**src/fhop_pkg.sv**
```systemverilog
// Shared constants, register map and carrier types of the channel-switch control block.
package fhop_pkg;

   // Register offsets on the serial register port.
   localparam logic [6:0] ADDR_IRQ_EN4      = 7'h2D;
   localparam logic [6:0] ADDR_RX_ON_ADJ    = 7'h3F;
   localparam logic [6:0] ADDR_TX_PRE_LEN   = 7'h42;
   localparam logic [6:0] ADDR_CH_FREQ_LOW  = 7'h48;
   localparam logic [6:0] ADDR_CH_FREQ_MID  = 7'h49;
   localparam logic [6:0] ADDR_CH_FREQ_HIGH = 7'h4A;
   localparam logic [6:0] ADDR_TX_OFF_ADJ   = 7'h55;
   localparam logic [6:0] ADDR_RADIO_STATE  = 7'h6C;
   localparam logic [6:0] ADDR_DIV_GAIN     = 7'h6E;
   localparam logic [6:0] ADDR_RX_FIFO      = 7'h7C;

   // Field positions.
   localparam int UNLOCK_EN_BIT = 1;
   localparam int STATE_CMD_LSB = 0;
   localparam int STATE_RD_LSB  = 4;

   // Radio state command codes, also used to report the current state.
   localparam logic [3:0] CMD_RX_ON  = 4'h6;
   localparam logic [3:0] CMD_OFF    = 4'h8;
   localparam logic [3:0] CMD_TX_ON  = 4'h9;

   // Reset value, and the blank read value of the receive holding byte.
   localparam logic [7:0] RESET_BYTE = 8'h00;
   localparam logic [7:0] FIFO_BLANK = 8'h00;

   // Timing.
   localparam int CLK_PERIOD_NS = 10;
   localparam int LOCK_TIME_NS  = 100_000;
   localparam int LOCK_CYCLES   = (LOCK_TIME_NS + CLK_PERIOD_NS - 1) / CLK_PERIOD_NS;

   // Serial frame layout: one address byte, then data bytes.
   localparam logic [3:0] BIT_ADDR_LAST = 4'h7;
   localparam logic [3:0] BIT_DATA_LAST = 4'hF;
   localparam logic [3:0] BIT_DATA_FIRST = 4'h8;

   typedef enum logic [1:0] {RADIO_OFF, RADIO_RX, RADIO_TX} radio_state_t;

   typedef struct packed {
      logic [7:0] gain;
      logic [7:0] rx_on_adj;
      logic [7:0] tx_off_adj;
   } ramp_cfg_t;

   typedef struct packed {
      logic [7:0] high;
      logic [7:0] mid;
      logic [7:0] low;
   } chan_freq_t;

endpackage : fhop_pkg

```
**src/freq_hop_channel_switch.sv**
```systemverilog
// Channel switch and retune control reached over the serial register port.
// What this block does
// - Unlock may fire during switch; masking optional.
// - Transmit preamble length programmable, up to 255.
// - Last byte readable only after packet end.
// - Ramp timing adjustable through three registers.
// - Unlock in receive keeps receive, raises flag.
`timescale 1ns/1ps
module freq_hop_channel_switch
   import fhop_pkg::*;
#(
   parameter int LOCK_CYCLES_P = LOCK_CYCLES
) (
   // Clock and reset
   input  wire logic         clock_i,
   input  wire logic         rstn_i,
   // Serial register port
   input  wire logic         sclk_i,
   input  wire logic         csn_i,
   input  wire logic         sdi_i,
   output logic              sdo_o,
   output logic              sdo_oen_o,
   // Synthesizer
   input  wire logic         pll_unlock_i,
   input  wire logic         unlock_clear_i,
   output logic              unlock_irq_o,
   output logic              retune_busy_o,
   output chan_freq_t        chan_freq_o,
   // Modem
   input  wire logic         rx_byte_valid_i,
   input  wire logic [7:0]   rx_byte_i,
   input  wire logic         rx_last_i,
   input  wire logic         rx_packet_done_i,
   output logic              packet_end_indicator_o,
   output radio_state_t      radio_state_o,
   output logic [7:0]        tx_preamble_length_o,
   output ramp_cfg_t         ramp_cfg_o
);

   logic [2:0]   sclk_sync;
   logic [1:0]   csn_sync;
   logic [1:0]   sdi_sync;
   logic [2:0]   unlock_sync;
   logic         sclk_rise;
   logic         sclk_fall;
   logic         unlock_rise;
   logic [3:0]   bit_cnt_reg;
   logic [7:0]   rx_sh_reg;
   logic [7:0]   tx_sh_reg;
   logic [6:0]   addr_reg;
   logic         wr_reg;
   logic         wr_pulse_reg;
   logic [6:0]   wr_addr_reg;
   logic [7:0]   wr_data_reg;
   logic [7:0]   irq_enable_group4_reg;
   logic [3:0]   radio_state_cmd_reg;
   logic         unlock_status_reg;
   logic [$clog2(LOCK_CYCLES_P+1)-1:0] lock_cnt_reg;
   logic [7:0]   fifo_byte_reg;
   logic         fifo_last_reg;
   logic         state_cmd_wr;
   logic         freq_wr;

   function automatic logic [3:0] state_code(input radio_state_t s);
      unique case (s)
         RADIO_OFF: state_code = CMD_OFF;
         RADIO_RX:  state_code = CMD_RX_ON;
         RADIO_TX:  state_code = CMD_TX_ON;
         default:   state_code = CMD_OFF;
      endcase
   endfunction : state_code

   // The last byte of a packet reads as blank until the packet end is flagged, so a too early read cannot
   // pick up a byte whose check has not finished.
   function automatic logic [7:0] read_mux(input logic [6:0] a);
      unique case (a)
         ADDR_IRQ_EN4:      read_mux = irq_enable_group4_reg;
         ADDR_RX_ON_ADJ:    read_mux = ramp_cfg_o.rx_on_adj;
         ADDR_TX_PRE_LEN:   read_mux = tx_preamble_length_o;
         ADDR_CH_FREQ_LOW:  read_mux = chan_freq_o.low;
         ADDR_CH_FREQ_MID:  read_mux = chan_freq_o.mid;
         ADDR_CH_FREQ_HIGH: read_mux = chan_freq_o.high;
         ADDR_TX_OFF_ADJ:   read_mux = ramp_cfg_o.tx_off_adj;
         ADDR_RADIO_STATE:  read_mux = {state_code(radio_state_o), radio_state_cmd_reg};
         ADDR_DIV_GAIN:     read_mux = ramp_cfg_o.gain;
         ADDR_RX_FIFO:      read_mux = (fifo_last_reg && !packet_end_indicator_o) ? FIFO_BLANK
                                                                                    : fifo_byte_reg;
         default:           read_mux = RESET_BYTE;
      endcase
   endfunction : read_mux

   // Pin inputs pass two flip-flops; edge detection looks only at the second and third stages.
   always_ff @(posedge clock_i) begin
      if (!rstn_i) begin
         sclk_sync   <= '0;
         csn_sync    <= 2'b11;
         sdi_sync    <= '0;
         unlock_sync <= '0;
      end else begin
         sclk_sync   <= {sclk_sync[1:0], sclk_i};
         csn_sync    <= {csn_sync[0], csn_i};
         sdi_sync    <= {sdi_sync[0], sdi_i};
         unlock_sync <= {unlock_sync[1:0], pll_unlock_i};
      end
   end

   assign sclk_rise    = sclk_sync[1] && !sclk_sync[2];
   assign sclk_fall    = !sclk_sync[1] && sclk_sync[2];
   assign unlock_rise  = unlock_sync[1] && !unlock_sync[2];
   assign state_cmd_wr = wr_pulse_reg && (wr_addr_reg == ADDR_RADIO_STATE);
   assign freq_wr      = wr_pulse_reg && (wr_addr_reg == ADDR_CH_FREQ_LOW || wr_addr_reg == ADDR_CH_FREQ_MID ||
                                          wr_addr_reg == ADDR_CH_FREQ_HIGH);

   // Serial frame: address byte with write flag in bit 0, then data bytes with address auto-increment.
   always_ff @(posedge clock_i) begin
      if (!rstn_i || csn_sync[1]) begin
         bit_cnt_reg  <= '0;
         rx_sh_reg    <= '0;
         tx_sh_reg    <= '0;
         addr_reg     <= '0;
         wr_reg       <= 1'b0;
         wr_pulse_reg <= 1'b0;
         wr_addr_reg  <= '0;
         wr_data_reg  <= '0;
         sdo_o        <= 1'b0;
         sdo_oen_o    <= 1'b1;
      end else begin
         wr_pulse_reg <= 1'b0;
         sdo_oen_o    <= wr_reg || (bit_cnt_reg < BIT_DATA_FIRST);
         if (sclk_rise) begin
            rx_sh_reg   <= {rx_sh_reg[6:0], sdi_sync[1]};
            bit_cnt_reg <= (bit_cnt_reg == BIT_DATA_LAST) ? BIT_DATA_FIRST : bit_cnt_reg + 4'h1;
            if (bit_cnt_reg == BIT_ADDR_LAST) begin
               addr_reg  <= rx_sh_reg[6:0];
               wr_reg    <= sdi_sync[1];
               tx_sh_reg <= read_mux(rx_sh_reg[6:0]);
            end
            if (bit_cnt_reg == BIT_DATA_LAST) begin
               addr_reg     <= addr_reg + 7'h01;
               tx_sh_reg    <= read_mux(addr_reg + 7'h01);
               wr_pulse_reg <= wr_reg;
               wr_addr_reg  <= addr_reg;
               wr_data_reg  <= {rx_sh_reg[6:0], sdi_sync[1]};
            end
         end else if (sclk_fall && bit_cnt_reg >= BIT_DATA_FIRST && !wr_reg) begin
            sdo_o     <= tx_sh_reg[7];
            tx_sh_reg <= {tx_sh_reg[6:0], 1'b0};
         end
      end
   end

   // Plain configuration registers.
   always_ff @(posedge clock_i) begin
      if (!rstn_i) begin
         irq_enable_group4_reg <= RESET_BYTE;
         tx_preamble_length_o  <= RESET_BYTE;
         ramp_cfg_o            <= '0;
         chan_freq_o           <= '0;
      end else if (wr_pulse_reg) begin
         unique case (wr_addr_reg)
            ADDR_IRQ_EN4:      irq_enable_group4_reg <= wr_data_reg;
            ADDR_TX_PRE_LEN:   tx_preamble_length_o  <= wr_data_reg;
            ADDR_DIV_GAIN:     ramp_cfg_o.gain       <= wr_data_reg;
            ADDR_RX_ON_ADJ:    ramp_cfg_o.rx_on_adj  <= wr_data_reg;
            ADDR_TX_OFF_ADJ:   ramp_cfg_o.tx_off_adj <= wr_data_reg;
            ADDR_CH_FREQ_LOW:  chan_freq_o.low       <= wr_data_reg;
            ADDR_CH_FREQ_MID:  chan_freq_o.mid       <= wr_data_reg;
            ADDR_CH_FREQ_HIGH: chan_freq_o.high      <= wr_data_reg;
            default: ;
         endcase
      end
   end

   // Radio state: commands from the host; an unlock while sending forces off, while receiving it does not.
   always_ff @(posedge clock_i) begin
      if (!rstn_i) begin
         radio_state_o       <= RADIO_OFF;
         radio_state_cmd_reg <= CMD_OFF;
      end else if (state_cmd_wr) begin
         radio_state_cmd_reg <= wr_data_reg[STATE_CMD_LSB +: 4];
         if (wr_data_reg[STATE_CMD_LSB +: 4] == CMD_OFF) radio_state_o <= RADIO_OFF;
         else if (wr_data_reg[STATE_CMD_LSB +: 4] == CMD_RX_ON) radio_state_o <= RADIO_RX;
         else if (wr_data_reg[STATE_CMD_LSB +: 4] == CMD_TX_ON) radio_state_o <= RADIO_TX;
      end else if (unlock_rise && radio_state_o == RADIO_TX) begin
         radio_state_o <= RADIO_OFF;
      end
   end

   // Unlock flag: a new unlock beats a clear in the same cycle. Raised in every state, even mid-retune.
   always_ff @(posedge clock_i) begin
      if (!rstn_i) begin
         unlock_status_reg <= 1'b0;
         unlock_irq_o      <= 1'b0;
      end else begin
         if (unlock_rise) unlock_status_reg <= 1'b1;
         else if (unlock_clear_i) unlock_status_reg <= 1'b0;
         unlock_irq_o <= unlock_status_reg && irq_enable_group4_reg[UNLOCK_EN_BIT];
      end
   end

   // Lock wait after any channel frequency write; restarts on every byte of a retune.
   always_ff @(posedge clock_i) begin
      if (!rstn_i) begin
         lock_cnt_reg  <= '0;
         retune_busy_o <= 1'b0;
      end else if (freq_wr) begin
         lock_cnt_reg  <= ($clog2(LOCK_CYCLES_P+1))'(LOCK_CYCLES_P - 1);
         retune_busy_o <= 1'b1;
      end else if (lock_cnt_reg != '0) begin
         lock_cnt_reg <= lock_cnt_reg - 1'b1;
      end else begin
         retune_busy_o <= 1'b0;
      end
   end

   // Receive holding byte and packet end indicator; a done pulse beats the clear of a new state command.
   always_ff @(posedge clock_i) begin
      if (!rstn_i) begin
         fifo_byte_reg          <= RESET_BYTE;
         fifo_last_reg          <= 1'b0;
         packet_end_indicator_o <= 1'b0;
      end else begin
         if (rx_byte_valid_i) begin
            fifo_byte_reg <= rx_byte_i;
            fifo_last_reg <= rx_last_i;
         end
         if (rx_packet_done_i) packet_end_indicator_o <= 1'b1;
         else if (state_cmd_wr) packet_end_indicator_o <= 1'b0;
      end
   end
endmodule : freq_hop_channel_switch

```
**config.mk**
```make
export PLATFORM = sky130hd
export DESIGN_NAME = freq_hop_channel_switch
export DESIGN_NICKNAME = d
export VERILOG_FILES = /design/src/fhop_pkg.sv /design/src/freq_hop_channel_switch.sv
export SDC_FILE = /design/constraint.sdc
export NUM_CORES = 1
export LEC_CHECK = 0
export BUFFER_PORTS_ARGS = -buffer_cell sky130_fd_sc_hd__buf_2
export CORE_AREA = 4 4 168 170
export CTS_BUF_LIST = sky130_fd_sc_hd__clkbuf_16
export DETAILED_ROUTE_END_ITERATION = 8
export DIE_AREA = 0 0 172 174
export PLACE_DENSITY_LB_ADDON = 0.1
export SLEW_MARGIN = 20
export SYNTH_ARGS = -nofsm -noshare
export SYNTH_HDL_FRONTEND = slang
export SYNTH_SLANG_ARGS = --single-unit
```
**constraint.sdc**
```tcl
create_clock -name clock_i -period 3.8 [get_ports clock_i]
set_input_delay 0.38 -clock clock_i [delete_from_list [all_inputs] [get_ports clock_i]]
set_output_delay 0.38 -clock clock_i [all_outputs]
set_load 0.02 [all_outputs]
```
==> flow_summary.yaml <==
synthesis:
  syn_nets: 907
  synth-simple-area-share_pct: 24.6
  ys_ff_latch: 152
  syn_avg_cell_area_um2: 8.94
  syn_area_um2: 7880
  synth_most_common_cell: "dfxtp_1"
  yosysSeqAreaShare_pct: 38.6
  synth_fa_ha_area_share_pct: 1.27
  synthDistinctLibCells: 81
  synth_top_family_by_area: "simple AND/OR/NAND/NOR gates"
  synthCells: 881
  synth_edf_count: 0
  ys_top_cells_by_count: "152 x dfxtp_1, 98 x nand2_1, 84 x nor2b_1"
  async_flop_share_pct: 0
  synth_top_area_share_pct: 38.6
  synth_warnings: 0
  synth_top_area_cell: "dfxtp_1"
  synth_ff_type: "dfxtp_1"
  muxShareOfSynthArea_pct: 10.7
  synth_xor_xnor_area_share_pct: 2.22
  synth_area_leaders: "dfxtp_1 39%, mux2i_1 10%, nor2b_1 6.7%"
  synth_compound_area_share_pct: 18.4
layout:
  fillCellCount: 2833
  area_delta_synth_final_pct: 15.0
  layout.cells.non_filler: 1283
  drive_gt1_share_pct: 17.0
  fin_nets: 955
  num_antenna_cells: 0
  fin_area_um2: 9060
detailed_routing:
  antenna_left: 0
  drt_first_pass_iters: 6
  drtIter0Drc: 575
  wl_um: 27400
  dr_total_vias: 6798
  drc: 0
  wire_per_inst_um: 21.4
  routed_via_density: 5.30
placed_design:
  gp_congestion: 0.918
  dpl-instance-area_um2: 8520
  hpwlAfterDp_um: 19100
  port_buffers: 80
  placed_cells_incl_taps: 1251
sta:
  hold_viol_final: 0
  fin_tns_setup_ns: 0
  tightest_slew_ns: 1.09
  slew_headroom_pct: 26.5
  min_period_ns: 3.01
  finalClockSkew_ns: 0.0175
  max_freq_mhz: 332
  hold_slack_ns: 0.137
  setup_viol: 0
  fin_crit_sh_pct: 79.3
  rsz0062_at_grt: "no"
  finalMaxSlewViolations: 0
clock_tree:
  clock_sinks: 152
  tritoncts: "yes"
  clockBufferDepth: 2
  clock_latency_ns: 0.43
  cts-root-buf: "clkbuf_16"
  postCtsSetupRepairBufs: 0
  hold_buffers: 0
  clk_pin_slew_ns: 0.07
  cts_buffers: 17
  htreeDepth: 4
  cts_resized: 0
worst_setup_path:
  reg2reg_to: "tx_sh_reg[6]$_SDFFE_PP0P_"
  cp_cell_sequence: "ha_1 > nand3_2 > xnor2_2 > nand4_1 > nor2_1 > a221oi_1 > a31o_1 > a21oi_1"
  reg2reg_depth: 8
  worstSetupEndpointType: "flop"
  cp-start-kind: "flop"
  r2r_slack_ns: 0.79
  worstPathRequired_ns: 4.16
  cp_top_family: "simple AND/OR/NAND/NOR gates"
  path_buf_inv: 0
  critical_path.max_fanout: 10
  crit_type: "flop to flop"
  critical_path.max_stage_delay_ns: 0.59
  critical_path_arrival_ns: 3.37
  cp_slowest_cell: "nor2_1"
  timing.rr.start: "addr_reg[0]$_SDFFE_PP0P_"
grt:
  grt_pass1_vias: 6489
  grt_max_degree: 71
  overflow: 0
  grt_usage_pct: 18.0
  antenna_found_initial: 0
  grt_pass1_wl_um: 41200
floorplan:
  io_pins: 81
  dieArea_um2: 29900
  die_y_um: 174
  start_util_pct: 29.5
  rows: 60
  die_w_um: 172
  core-area_um2: 26700
power_and_ir_drop:
  total_leakage_power_nw: 3.22
  ir_drop_mv: 0.272
  power_density_nw_per_um2: 410
  total_power_mw: 3.72
run_status:
  outcome: "finished clean"
hold_path:
  min_from: "csn_i"
  hold_class: "input port to flop"
  hold_path_depth: 2
  whs_endpoint: "csn_sync[0]$_SDFF_PN1_"
flow_run:
  cap_violations: 0
-- per-layer routing --
metal  part of all wire [%]  routed length [µm]  global-route usage (%)  up-vias
li1                       -                   -                       -     3277
met1                     50               13600                    26.7     3286
met2                     43               11700                    26.1      212
met3                    6.4                1760                    4.78       23
met4                    1.3                 351                    4.26        0
met5                      0                   0                       0        -
-- layout by cell type (no fill, tap or decap), types with 5 or more instances in the layout --
| cell | synthesis | routed |
|---|---|---|
| xor2_1 | 6 | 6 |
| clkbuf_16 | 0 | 17 |
| o21ai_1 | 7 | 7 |
| and3_1 | 6 | 6 |
| dfxtp_1 | 152 | 152 |
| a222oi_1 | 19 | 19 |
| inv_6 | 0 | 6 |
| ha_1 | 8 | 8 |
| a21boi_0 | 8 | 8 |
| buf_2 | 10 | 80 |
| mux2i_1 | 82 | 82 |
| nor2_1 | 36 | 36 |
| and2_1 | 11 | 11 |
| xnor2_1 | 9 | 9 |
| buf_4 | 6 | 13 |
| a22o_1 | 11 | 11 |
| a31oi_1 | 9 | 9 |
| nand2b_1 | 14 | 14 |
| a22oi_1 | 16 | 16 |
| o21ai_0 | 26 | 26 |
| nand2_1 | 98 | 98 |
| nor3_1 | 11 | 11 |
| a21boi_1 | 7 | 7 |
| inv_1 | 11 | 11 |
| nor2b_1 | 84 | 84 |
| nand3_1 | 29 | 29 |
| nor3b_1 | 8 | 7 |
| a21oi_1 | 51 | 51 |
| a211oi_1 | 16 | 16 |
| nor4_1 | 5 | 5 |
-- area by class of cell --
type | count | area [µm²] | share of cell area (%)
clock inverter | 15 | 115 | 1.27
timing repair buffer | 93 | 498 | 5.50
multi-input combinational | 654 | 4510 | 49.8
clock buffer | 17 | 425 | 4.70
inverter | 11 | 41.3 | 0.456
sequential | 152 | 3040 | 33.6
tap | 341 | 427 | 4.71
-- kinds of logic after synthesis --
logic type | count (synthesis)
adder cells (fa/ha/maj) | 8
AND/OR/NAND/NOR | 344
buffers and inverters | 75
AO/OA/AOI/OAI | 201
XOR/XNOR | 17
multiplexers | 84
flip-flops | 152
-- per-stage QoR --
step | setup WS [ns] | util [%]
floorplan | 1.49 | -
global placement | 0.943 | 31.9
detailed placement | 0.860 | 31.9
CTS | 0.856 | 33.9
global route | 0.601 | 33.9
finish | 0.787 | 33.9
-- worst max path at each step --
| stage | start | to | slack [ns] | depth (start not counted) |
|---|---|---|---|---|
| 4_1_cts | addr_reg[0]$_SDFFE_PP0P_ | tx_sh_reg[6]$_SDFFE_PP0P_ | 0.86 | 8 |
| 3_3_place_gp | addr_reg[0]$_SDFFE_PP0P_ | tx_sh_reg[6]$_SDFFE_PP0P_ | 0.94 | 8 |
| 2_1_floorplan | addr_reg[0]$_SDFFE_PP0P_ | tx_sh_reg[4]$_SDFFE_PP0P_ | 1.49 | 9 |
| 5_1_grt | addr_reg[0]$_SDFFE_PP0P_ | tx_sh_reg[3]$_SDFFE_PP0P_ | 0.60 | 8 |
| 3_5_place_dp | addr_reg[0]$_SDFFE_PP0P_ | tx_sh_reg[6]$_SDFFE_PP0P_ | 0.86 | 8 |
| 6_report | addr_reg[0]$_SDFFE_PP0P_ | tx_sh_reg[6]$_SDFFE_PP0P_ | 0.79 | 8 |
-- report_power, final --
part / switching, mW / internal [mW]
clock: 0.749 / 0.847
combinational: 0.211 / 0.196
sequential: 0.0596 / 1.65
total: 1.02 / 2.70
-- worst reg2reg max path: stages (launching register included) --
cell and delay [ns]:
dfxtp_1 0.56, ha_1 0.44, nand3_2 0.19, xnor2_2 0.48
nand4_1 0.16, nor2_1 0.59, a221oi_1 0.20, a31o_1 0.21
a21oi_1 0.13
Power figures use the tool's default switching activity.
